==> config.mk <==
export PLATFORM = sky130hd
export DESIGN_NAME = bie_exec
export DESIGN_NICKNAME = d
export VERILOG_FILES = /design/src/bie_pkg.sv /design/src/bie_exec.sv
export SDC_FILE = /design/constraint.sdc
export NUM_CORES = 1
export LEC_CHECK = 0
export BUFFER_PORTS_ARGS = -buffer_cell sky130_fd_sc_hd__buf_2
export CORE_MARGIN = 5
export CORE_UTILIZATION = 35
export CTS_BUF_LIST = sky130_fd_sc_hd__clkbuf_4
export DETAILED_ROUTE_END_ITERATION = 10
export SETUP_SLACK_MARGIN = 0.05
export SLEW_MARGIN = 30
export SYNTH_ARGS = -nofsm -noshare
export SYNTH_HDL_FRONTEND = slang
export SYNTH_SLANG_ARGS = --single-unit
export TNS_END_PERCENT = 1
==> constraint.sdc <==
create_clock -name clk -period 6.7 [get_ports clk]
set_input_delay 1.005 -clock clk [delete_from_list [all_inputs] [get_ports clk]]
set_output_delay 1.005 -clock clk [all_outputs]
set_load 0.01 [all_outputs]
==> src/bie_pkg.sv <==
// Constants, types and encodings for the block input and branch execute slice
// ==========================================================================
// How it works
// - I/O address is page, count, port
// - Step input stores, advances pointer, decrements count
// - Step input: zero from count, subtract set
// - Inhibit bit traps every input here
// - Decode step byte and word input
// - Repeat transfers until count reaches zero
// - Count zero at start gives 256 transfers
// - Interrupt between transfers resumes at start
// - Decode repeat forms; finish sets zero, subtract
// - Word port input loads pointer pair, flags kept
// - Narrow bus leaves pointer low byte undefined
// - Branch on alternate accumulator/flag set, short reach
// - Branch on alternate register bank in use
// - Absolute branch condition field eight tests
// - Long relative adds 16-bit displacement to next
// - Decode direct, unconditional and register-indirect branches
// - Long relative forms and eight single-flag tests
// - Short relative: 8-bit displacement, its encodings
// - Short relative tests only zero or carry
// - Failed branch falls through; flags never change
package bie_pkg;

    // ==========================================================
    // Flag bit positions
    localparam int unsigned FLAG_S = 7;
    localparam int unsigned FLAG_Z = 6;
    localparam int unsigned FLAG_H = 4;
    localparam int unsigned FLAG_V = 2;
    localparam int unsigned FLAG_N = 1;
    localparam int unsigned FLAG_C = 0;

    // ==========================================================
    // Prefix and opcode bytes
    localparam logic [7:0] PFX_NONE    = 8'h00;
    localparam logic [7:0] PFX_ED      = 8'hED;
    localparam logic [7:0] PFX_DD      = 8'hDD;
    localparam logic [7:0] PFX_FD      = 8'hFD;
    localparam logic [7:0] OP_STEP_B   = 8'hA2;
    localparam logic [7:0] OP_STEP_W   = 8'h82;
    localparam logic [7:0] OP_REP_B    = 8'hB2;
    localparam logic [7:0] OP_REP_W    = 8'h92;
    localparam logic [7:0] OP_PAIR_IN  = 8'hB7;
    localparam logic [7:0] OP_ALT_AF   = 8'h28;
    localparam logic [7:0] OP_ALT_BANK = 8'h20;
    localparam logic [7:0] OP_JP_CC    = 8'hC2;
    localparam logic [7:0] OP_JP_MASK  = 8'hC7;
    localparam logic [7:0] OP_JP_ALW   = 8'hC3;
    localparam logic [7:0] OP_JP_IND   = 8'hE9;
    localparam logic [7:0] OP_JR_CC    = 8'h20;
    localparam logic [7:0] OP_JR_MASK  = 8'hE7;
    localparam logic [7:0] OP_JR_ALW   = 8'h18;

    // Instruction lengths in bytes
    localparam logic [15:0] LEN_ONE   = 16'h0001;
    localparam logic [15:0] LEN_TWO   = 16'h0002;
    localparam logic [15:0] LEN_THREE = 16'h0003;
    localparam logic [15:0] LEN_FOUR  = 16'h0004;

    // ==========================================================
    // Register map (byte addresses) and control bits
    localparam logic [7:0]  REG_CTRL      = 8'h00;
    localparam logic [7:0]  REG_PAGE      = 8'h04;
    localparam logic [7:0]  REG_STATUS    = 8'h08;
    localparam int unsigned CTRL_INHIBIT  = 0;
    localparam int unsigned CTRL_ALT_AF   = 1;
    localparam int unsigned CTRL_ALT_BANK = 2;
    localparam int unsigned CTRL_BUS8     = 3;
    localparam logic [3:0]  CTRL_RST      = 4'h0;
    localparam logic [7:0]  PAGE_RST      = 8'h00;
    localparam logic [7:0]  UNDEF_BYTE    = 8'h00;

    typedef enum logic [1:0] {ST_IDLE, ST_IO, ST_MEM} bie_state_e;
    typedef enum logic [1:0] {K_STEP, K_REP, K_PAIR} bie_kind_e;

    typedef struct packed {
        logic [7:0]  prefix;
        logic [7:0]  opcode;
        logic [15:0] operand;
        logic [15:0] pc;
        logic [15:0] xy;
        logic [7:0]  b;
        logic [7:0]  c;
        logic [15:0] hl;
        logic [7:0]  flags;
    } bie_instr_s;

    typedef struct packed {
        logic [15:0] pc;
        logic        pc_load;
        logic [7:0]  b;
        logic [15:0] hl;
        logic [7:0]  flags;
        logic        trap;
        logic        int_break;
        logic        unknown;
    } bie_result_s;

endpackage : bie_pkg

==> src/bie_exec.sv <==
// Decode and execute unit for block input and conditional branches
//
// Local design decisions: the placing of the registers and register access over AHB-Lite.
`timescale 1ns/100ps
`default_nettype none
module bie_exec (
    // Clock, reset, enable
    input  wire logic             clk,
    input  wire logic             rst,
    input  wire logic             ce,
    // AHB-Lite slave
    input  wire logic             hsel,
    input  wire logic [31:0]      haddr,
    input  wire logic [1:0]       htrans,
    input  wire logic             hwrite,
    input  wire logic [2:0]       hsize,
    input  wire logic [31:0]      hwdata,
    input  wire logic             hready,
    output logic                  hreadyout,
    output logic                  hresp,
    output logic [31:0]           hrdata,
    // Instruction from the datapath
    input  wire logic             instr_valid,
    input  wire bie_pkg::bie_instr_s instr,
    output logic                  instr_ready,
    input  wire logic             int_req,
    // Result to the datapath
    output logic                  done,
    output bie_pkg::bie_result_s  result,
    // I/O read port
    output logic                  io_req,
    output logic [23:0]           io_addr,
    output logic                  io_word,
    input  wire logic             io_ack,
    input  wire logic [15:0]      io_rdata,
    // Memory write port
    output logic                  mem_req,
    output logic [15:0]           mem_addr,
    output logic [15:0]           mem_wdata,
    output logic                  mem_word,
    input  wire logic             mem_ack
);

    // ==========================================================
    // Bus slave
    logic [3:0]  ctrl_q;
    logic [7:0]  page_q;
    logic        dph_wr_q;
    logic        dph_rd_q;
    logic [7:0]  dph_addr_q;
    logic [31:0] status_w;

    wire ahb_take = hsel && htrans[1] && hready && ce;

    always_ff @(posedge clk or posedge rst) begin
        if (rst) begin
            dph_wr_q   <= 1'b0;
            dph_rd_q   <= 1'b0;
            dph_addr_q <= 8'h00;
        end else if (ce) begin
            dph_wr_q   <= ahb_take && hwrite;
            dph_rd_q   <= ahb_take && !hwrite;
            dph_addr_q <= haddr[7:0];
        end
    end

    always_ff @(posedge clk or posedge rst) begin
        if (rst) begin
            ctrl_q <= bie_pkg::CTRL_RST;
            page_q <= bie_pkg::PAGE_RST;
        end else if (ce && dph_wr_q) begin
            if (dph_addr_q == bie_pkg::REG_CTRL)
                ctrl_q <= hwdata[3:0];
            if (dph_addr_q == bie_pkg::REG_PAGE)
                page_q <= hwdata[7:0];
        end
    end

    // Stall the bus while the block is frozen
    assign hreadyout = ce;
    assign hresp     = 1'b0;
    wire sel_ctrl   = dph_rd_q && dph_addr_q == bie_pkg::REG_CTRL;
    wire sel_page   = dph_rd_q && dph_addr_q == bie_pkg::REG_PAGE;
    wire sel_status = dph_rd_q && dph_addr_q == bie_pkg::REG_STATUS;
    assign hrdata = sel_ctrl   ? {28'h000_0000, ctrl_q} :
                    sel_page   ? {24'h00_0000, page_q} :
                    sel_status ? status_w : 32'h0000_0000;

    wire inhibit  = ctrl_q[bie_pkg::CTRL_INHIBIT];
    wire alt_af   = ctrl_q[bie_pkg::CTRL_ALT_AF];
    wire alt_bank = ctrl_q[bie_pkg::CTRL_ALT_BANK];
    wire bus8     = ctrl_q[bie_pkg::CTRL_BUS8];

    // ==========================================================
    // Decode
    wire [7:0] op     = instr.opcode;
    wire [2:0] cc     = op[5:3];
    wire [7:0] fl     = instr.flags;
    wire       pf_no  = instr.prefix == bie_pkg::PFX_NONE;
    wire       pf_ed  = instr.prefix == bie_pkg::PFX_ED;
    wire       pf_dd  = instr.prefix == bie_pkg::PFX_DD;
    wire       pf_fd  = instr.prefix == bie_pkg::PFX_FD;

    wire d_step_b = pf_ed && op == bie_pkg::OP_STEP_B;
    wire d_step_w = pf_ed && op == bie_pkg::OP_STEP_W;
    wire d_rep_b  = pf_ed && op == bie_pkg::OP_REP_B;
    wire d_rep_w  = pf_ed && op == bie_pkg::OP_REP_W;
    wire d_pair   = pf_ed && op == bie_pkg::OP_PAIR_IN;
    wire d_io     = d_step_b || d_step_w || d_rep_b || d_rep_w || d_pair;
    wire d_word   = d_step_w || d_rep_w || d_pair;

    wire d_alt_af   = pf_dd && op == bie_pkg::OP_ALT_AF;
    wire d_alt_bank = pf_dd && op == bie_pkg::OP_ALT_BANK;
    wire jp_cc_op   = (op & bie_pkg::OP_JP_MASK) == bie_pkg::OP_JP_CC;
    wire d_jp_da_cc = pf_no && jp_cc_op;
    wire d_jp_da    = pf_no && op == bie_pkg::OP_JP_ALW;
    wire d_jp_hl    = pf_no && op == bie_pkg::OP_JP_IND;
    wire d_jp_ir_cc = pf_dd && jp_cc_op;
    wire d_jp_xy    = (pf_dd || pf_fd) && op == bie_pkg::OP_JP_IND;
    wire d_jp_ra_cc = pf_fd && jp_cc_op;
    wire d_jp_ra    = pf_fd && op == bie_pkg::OP_JP_ALW;
    wire d_jr_cc    = pf_no && (op & bie_pkg::OP_JR_MASK) == bie_pkg::OP_JR_CC;
    wire d_jr       = pf_no && op == bie_pkg::OP_JR_ALW;
    wire d_branch   = d_alt_af || d_alt_bank || d_jp_da_cc || d_jp_da || d_jp_hl || d_jp_ir_cc
                      || d_jp_xy || d_jp_ra_cc || d_jp_ra || d_jr_cc || d_jr;

    // Eight-way flag test; the short form reuses its first four codes
    function automatic logic cc_test(input logic [2:0] sel, input logic [7:0] f);
        case (sel)
            3'd0:    cc_test = !f[bie_pkg::FLAG_Z];
            3'd1:    cc_test = f[bie_pkg::FLAG_Z];
            3'd2:    cc_test = !f[bie_pkg::FLAG_C];
            3'd3:    cc_test = f[bie_pkg::FLAG_C];
            3'd4:    cc_test = !f[bie_pkg::FLAG_V];
            3'd5:    cc_test = f[bie_pkg::FLAG_V];
            3'd6:    cc_test = !f[bie_pkg::FLAG_S];
            default: cc_test = f[bie_pkg::FLAG_S];
        endcase
    endfunction : cc_test

    wire cc_long  = cc_test(cc, fl);
    wire cc_short = cc_test({1'b0, cc[1:0]}, fl);

    wire taken = (d_alt_af && alt_af) || (d_alt_bank && alt_bank)
                 || ((d_jp_da_cc || d_jp_ir_cc || d_jp_ra_cc) && cc_long)
                 || (d_jr_cc && cc_short)
                 || d_jp_da || d_jp_hl || d_jp_xy || d_jp_ra || d_jr;

    wire [15:0] br_len = (d_jp_hl)                        ? bie_pkg::LEN_ONE :
                         (d_jr || d_jr_cc || d_jp_ir_cc || d_jp_xy) ? bie_pkg::LEN_TWO :
                         (d_jp_ra || d_jp_ra_cc)          ? bie_pkg::LEN_FOUR :
                                                            bie_pkg::LEN_THREE;
    wire [15:0] next_pc = instr.pc + br_len;
    wire [15:0] disp8   = {{8{instr.operand[7]}}, instr.operand[7:0]};
    wire [15:0] rel8    = next_pc + disp8;
    wire [15:0] rel16   = next_pc + instr.operand;
    wire [15:0] target  = (d_jp_da || d_jp_da_cc)    ? instr.operand :
                          (d_jp_hl || d_jp_ir_cc)    ? instr.hl :
                          d_jp_xy                    ? instr.xy :
                          (d_jp_ra || d_jp_ra_cc)    ? rel16 : rel8;

    // ==========================================================
    // Execute
    bie_pkg::bie_state_e  state_q;
    bie_pkg::bie_kind_e   kind_q;
    logic                 word_q;
    logic [7:0]           b_q;
    logic [7:0]           c_q;
    logic [15:0]          hl_q;
    logic [7:0]           flags_q;
    logic [15:0]          pc_q;
    logic [15:0]          data_q;
    logic                 done_q;
    bie_pkg::bie_result_s res_q;

    assign instr_ready = ce && state_q == bie_pkg::ST_IDLE;
    wire   accept      = instr_valid && instr_ready;
    wire   io_fin      = ce && state_q == bie_pkg::ST_IO && io_ack;
    wire   mem_fin     = ce && state_q == bie_pkg::ST_MEM && mem_ack;

    wire [7:0]  b_dec   = b_q - 8'h01;
    wire [15:0] hl_step = hl_q + (word_q ? bie_pkg::LEN_TWO : bie_pkg::LEN_ONE);
    wire        b_zero  = b_dec == 8'h00;
    // Byte wrap of the counter makes a start value of zero run 256 times
    wire        rep_end = kind_q != bie_pkg::K_REP || b_zero;
    // Zero from count; subtract set; others kept
    wire [7:0]  fl_fin  = (flags_q & ~(8'h01 << bie_pkg::FLAG_Z))
                          | ({7'h00, b_zero} << bie_pkg::FLAG_Z)
                          | (8'h01 << bie_pkg::FLAG_N);
    wire [15:0] pair_in = bus8 ? {io_rdata[7:0], bie_pkg::UNDEF_BYTE} : io_rdata;

    assign io_req    = state_q == bie_pkg::ST_IO;
    assign io_addr   = {page_q, b_q, c_q};
    assign io_word   = word_q;
    assign mem_req   = state_q == bie_pkg::ST_MEM;
    assign mem_addr  = hl_q;
    assign mem_wdata = data_q;
    assign mem_word  = word_q;
    assign done      = done_q;
    assign result    = res_q;
    assign status_w  = {20'h0_0000, b_q, word_q, kind_q, state_q != bie_pkg::ST_IDLE};

    always_ff @(posedge clk or posedge rst) begin
        if (rst) begin
            state_q <= bie_pkg::ST_IDLE;
            kind_q  <= bie_pkg::K_STEP;
            word_q  <= 1'b0;
            b_q     <= 8'h00;
            c_q     <= 8'h00;
            hl_q    <= 16'h0000;
            flags_q <= 8'h00;
            pc_q    <= 16'h0000;
            data_q  <= 16'h0000;
            done_q  <= 1'b0;
            res_q   <= '0;
        end else if (ce) begin
            done_q <= 1'b0;
            case (state_q)
                bie_pkg::ST_IDLE: begin
                    if (accept && d_io && inhibit) begin
                        done_q          <= 1'b1;
                        res_q           <= '0;
                        res_q.trap      <= 1'b1;
                        res_q.pc        <= instr.pc;
                        res_q.b         <= instr.b;
                        res_q.hl        <= instr.hl;
                        res_q.flags     <= instr.flags;
                    end else if (accept && d_io) begin
                        state_q <= bie_pkg::ST_IO;
                        kind_q  <= d_pair ? bie_pkg::K_PAIR :
                                   (d_rep_b || d_rep_w) ? bie_pkg::K_REP : bie_pkg::K_STEP;
                        word_q  <= d_word;
                        b_q     <= instr.b;
                        c_q     <= instr.c;
                        hl_q    <= instr.hl;
                        flags_q <= instr.flags;
                        pc_q    <= instr.pc;
                    end else if (accept) begin
                        done_q          <= 1'b1;
                        res_q           <= '0;
                        res_q.pc        <= !d_branch ? instr.pc : (taken ? target : next_pc);
                        res_q.pc_load   <= d_branch && taken;
                        res_q.b         <= instr.b;
                        res_q.hl        <= instr.hl;
                        res_q.flags     <= instr.flags;
                        res_q.unknown   <= !d_branch;
                    end
                end
                bie_pkg::ST_IO: begin
                    if (io_fin && kind_q == bie_pkg::K_PAIR) begin
                        state_q         <= bie_pkg::ST_IDLE;
                        hl_q            <= pair_in;
                        done_q          <= 1'b1;
                        res_q           <= '0;
                        res_q.pc        <= pc_q;
                        res_q.b         <= b_q;
                        res_q.hl        <= pair_in;
                        res_q.flags     <= flags_q;
                    end else if (io_fin) begin
                        state_q <= bie_pkg::ST_MEM;
                        data_q  <= io_rdata;
                    end
                end
                bie_pkg::ST_MEM: begin
                    if (mem_fin) begin
                        b_q  <= b_dec;
                        hl_q <= hl_step;
                        if (rep_end || int_req) begin
                            state_q         <= bie_pkg::ST_IDLE;
                            done_q          <= 1'b1;
                            res_q           <= '0;
                            res_q.pc        <= pc_q;
                            res_q.b         <= b_dec;
                            res_q.hl        <= hl_step;
                            res_q.flags     <= rep_end ? fl_fin : flags_q;
                            res_q.int_break <= !rep_end;
                        end else begin
                            state_q <= bie_pkg::ST_IO;
                        end
                    end
                end
                default: state_q <= bie_pkg::ST_IDLE;
            endcase
        end
    end
endmodule : bie_exec
`default_nettype wire

==> results.cfg <==
[worst_setup_path]
crit_required_ps = 7150
cp.arrival_ps = 6010
crit_type = in -> reg
start_kind = input pin
cp_max_fo = 6
timing.rr.start = b_q[0]
crit_path_start = instr[88]
end_kind = flip-flop

[pwr]
max-vdd-ir-drop_v = 0.0002230
leakagePower_nw = 5.837
power.total_mw = 3.991
powerDensity_mw_per_mm2 = 331.1

[synth]
yosysSeqAreaShare_pct = 37.40
synth-main-ff-cell = dfrtp_1
synth-simple-area-share_pct = 22.08
synth-xor-area-share_pct = 3.531
ys_ff_latch = 152
avgSynthCellArea_um2 = 8.648
syn-cell-area_mm2 = 0.01017
synthMuxAreaShare_pct = 8.046
synth_top_area_cell = dfrtp_1
synthCells = 1176
synth_top_area_share_pct = 37.40
yosysWarningCount = 0
synth-async-reset-ratio_pct = 100.0
ys_types = 91
synthTopCellsByArea = dfrtp_1 37%, nand2_1 8.6%, mux2_2 6.3%
synth_top_family_by_area = simple AND/OR/NAND/NOR gates
synth-compound-area-share_pct = 19.30
synth_edf_count = 0
synthAdderAreaFrac_pct = 3.912

[clocking]
ctsHoldBuffers = 0
cts_tree = done
worstSkewPairLatency_ps = 560
htree_levels = 4
clock-root-buffer = clkbuf_4
clock-sinks = 152
post_cts_resized = 0
cts_buffer_depth = 2
path_clk_slew_ps = 140
postCtsSetupRepairBufs = 0
numCtsBuffers = 17

[routing]
wl_per_cell_um = 19.05
drt_wl_total_um = 34540
via_count = 9709
avgViaCountPerCell = 5.355
drtIter0Drc = 634
drtPass1Iterations = 5
drc = 0
ant_nets = 0

[die]
fp.dieH_um = 180.5
die_area_mm2 = 0.03257
initial_core_util_pct = 35.43
coreArea_mm2 = 0.02870
fp.dieW_um = 180.5
rows = 62
ios = 347

[place]
dp_hpwl_um = 26580
place_congestion = 0.8817
numPortBuffers = 273

[timing]
rsz0062_at_grt = false
period_minus_slack_ps = 5558
setup_viol = 0
clock.fmax_ghz = 0.1799
fin_tns_setup_ps = 0
max-slew-margin-rel_pct = 33.86
slew_violations = 0
max_slew.worst_pin.slew_ps = 984.7
fin_skew_ps = 30.86
hold_violations = 0
period_share_pct = 82.96

[status]
status = finished clean

[global_route]
grt_antenna_before_repair = 3
grt_overflow = 0
grt_max_degree = 92
grt_pass1_vias = 9449
grt_first_pass_wirelength_um = 53950
grt_usage_pct = 20.54

[finish]
nFillCells = 2987
final_nets = 1643
multiInputGateArea_mm2 = 0.005901
final_common_cell = buf_2
area_growth_pct = 18.53
seq_area_mm2 = 0.003804
most-common-layout-cells = 273 x buf_2, 234 x nand2_1, 152 x dfrtp_1, 110 x nor2_1, 69 x o21ai_0
drive_above_1_share_pct = 28.80

[job]
drv_cap = 0

[hold_path]
hp-class = in -> async
-- cell usage after synthesis, types with 4 or more instances --
| library cell | instances |
|---|---|
| a21o_1 | 15 |
| nand3_1 | 23 |
| nor3_1 | 11 |
| o21ai_0 | 69 |
| clkbuf_1 | 43 |
| nand2b_1 | 10 |
| o21ai_1 | 9 |
| a221oi_1 | 20 |
| buf_6 | 4 |
| a21oi_1 | 59 |
| inv_1 | 23 |
| nor2b_1 | 6 |
| mux2_2 | 57 |
| or3_1 | 6 |
| a22o_1 | 5 |
| nand2_1 | 234 |
| buf_4 | 27 |
| a31oi_1 | 14 |
| o22ai_1 | 4 |
| and3_1 | 15 |
| o211ai_1 | 18 |
| nand4_1 | 9 |
| o21a_1 | 6 |
| nor3b_1 | 4 |
| xor2_1 | 16 |
| mux2_4 | 6 |
| mux2i_1 | 6 |
| a22oi_1 | 5 |
| ha_1 | 27 |
| dfrtp_1 | 152 |
| xnor2_1 | 25 |
| nor2_1 | 110 |
| o22a_1 | 6 |
| buf_2 | 15 |
| o31ai_1 | 7 |
| o21bai_1 | 4 |
| and2_1 | 9 |
| nor4_1 | 7 |
-- cells by family after synthesis --
group / after synthesis
compound gates: 292
xor+xnor: 41
fa+ha+maj: 30
buf+inv: 114
flops: 152
mux: 70
other cells: 1
simple gates: 476
-- state kept, by name, summed over array words and instances (netlist names) --
name	cells
b_q	8
c_q	8
ctrl_q	4
done	1
dph_addr_q	8
dph_rd_q	1
dph_wr_q	1
flags_q	8
io_word	1
kind_q	2
mem_addr	16
mem_wdata	16
page_q	8
pc_q	16
result	52
state_q	2
-- layer usage --
metal,vias up,global-route usage [%],wire length [µm]
li1,4657,-,-
met3,25,3.593,2236
met4,0,4.174,405
met1,4677,28.94,16030
met2,350,33.42,15870
met5,-,0,0
-- report_power, final --
group / leakage [nW] / switching [mW] / internal, mW
registers: 1.93 / 0.242 / 1.19
logic: 3.78 / 1.20 / 0.805
clock network: 0.127 / 0.361 / 0.189
-- stage by stage --
step                      worst slack (ps)  area, µm²  hold WS, ps  cells  util (%)
after floorplan                       1561      10240        430.5   1196         -
after global placement               658.9      11750        441.3   1778     40.94
after detailed placement             653.5      11760        446.8   1778     40.98
after CTS                             1291      12020        476.0   1810     41.88
after global routing                 723.7      12050        329.6   1813     42.00
final                                 1142      12050        379.6   1813     42.00
-- path summary, 6_finish.rpt --
kind	cells past startpoint	slack [ps]	endpoint
worst max-delay path	21	1140	result[49]
min in group clk	2	470	pc_q[8]
worst min register to register	2	470	pc_q[8]
worst min-delay path	2	380	result[26]
worst max register to register	12	2800	result[38]
max in group asynchronous	3	5210	kind_q[1]
-- critical path, cell delays in order --
cell	delay [ps]
buf_2	130
nor2_1	210
nor4b_1	520
nor3b_1	530
a21oi_1	210
ha_1	270
fa_1	400
a21oi_1	210
nor2_1	120
and2_1	190
nand2_1	80
xnor2_1	160
ha_1	330
a21oi_1	230
nand2_1	80
a31o_2	250
a21boi_0	230
mux2i_1	210
o2111ai_1	180
a311oi_1	350
o21ai_1	110
-- cell type report --
cell class / count / share of cell area, %
antenna: 2 / 0.04152
clock buffer: 18 / 1.121
clock inverter: 14 / 1.028
inverter: 23 / 0.7577
multi-input combinational: 930 / 48.95
sequential: 152 / 31.55
tap: 384 / 3.986
timing repair buffer: 290 / 12.56
No activity file was read; power rests on OpenSTA's default activity.
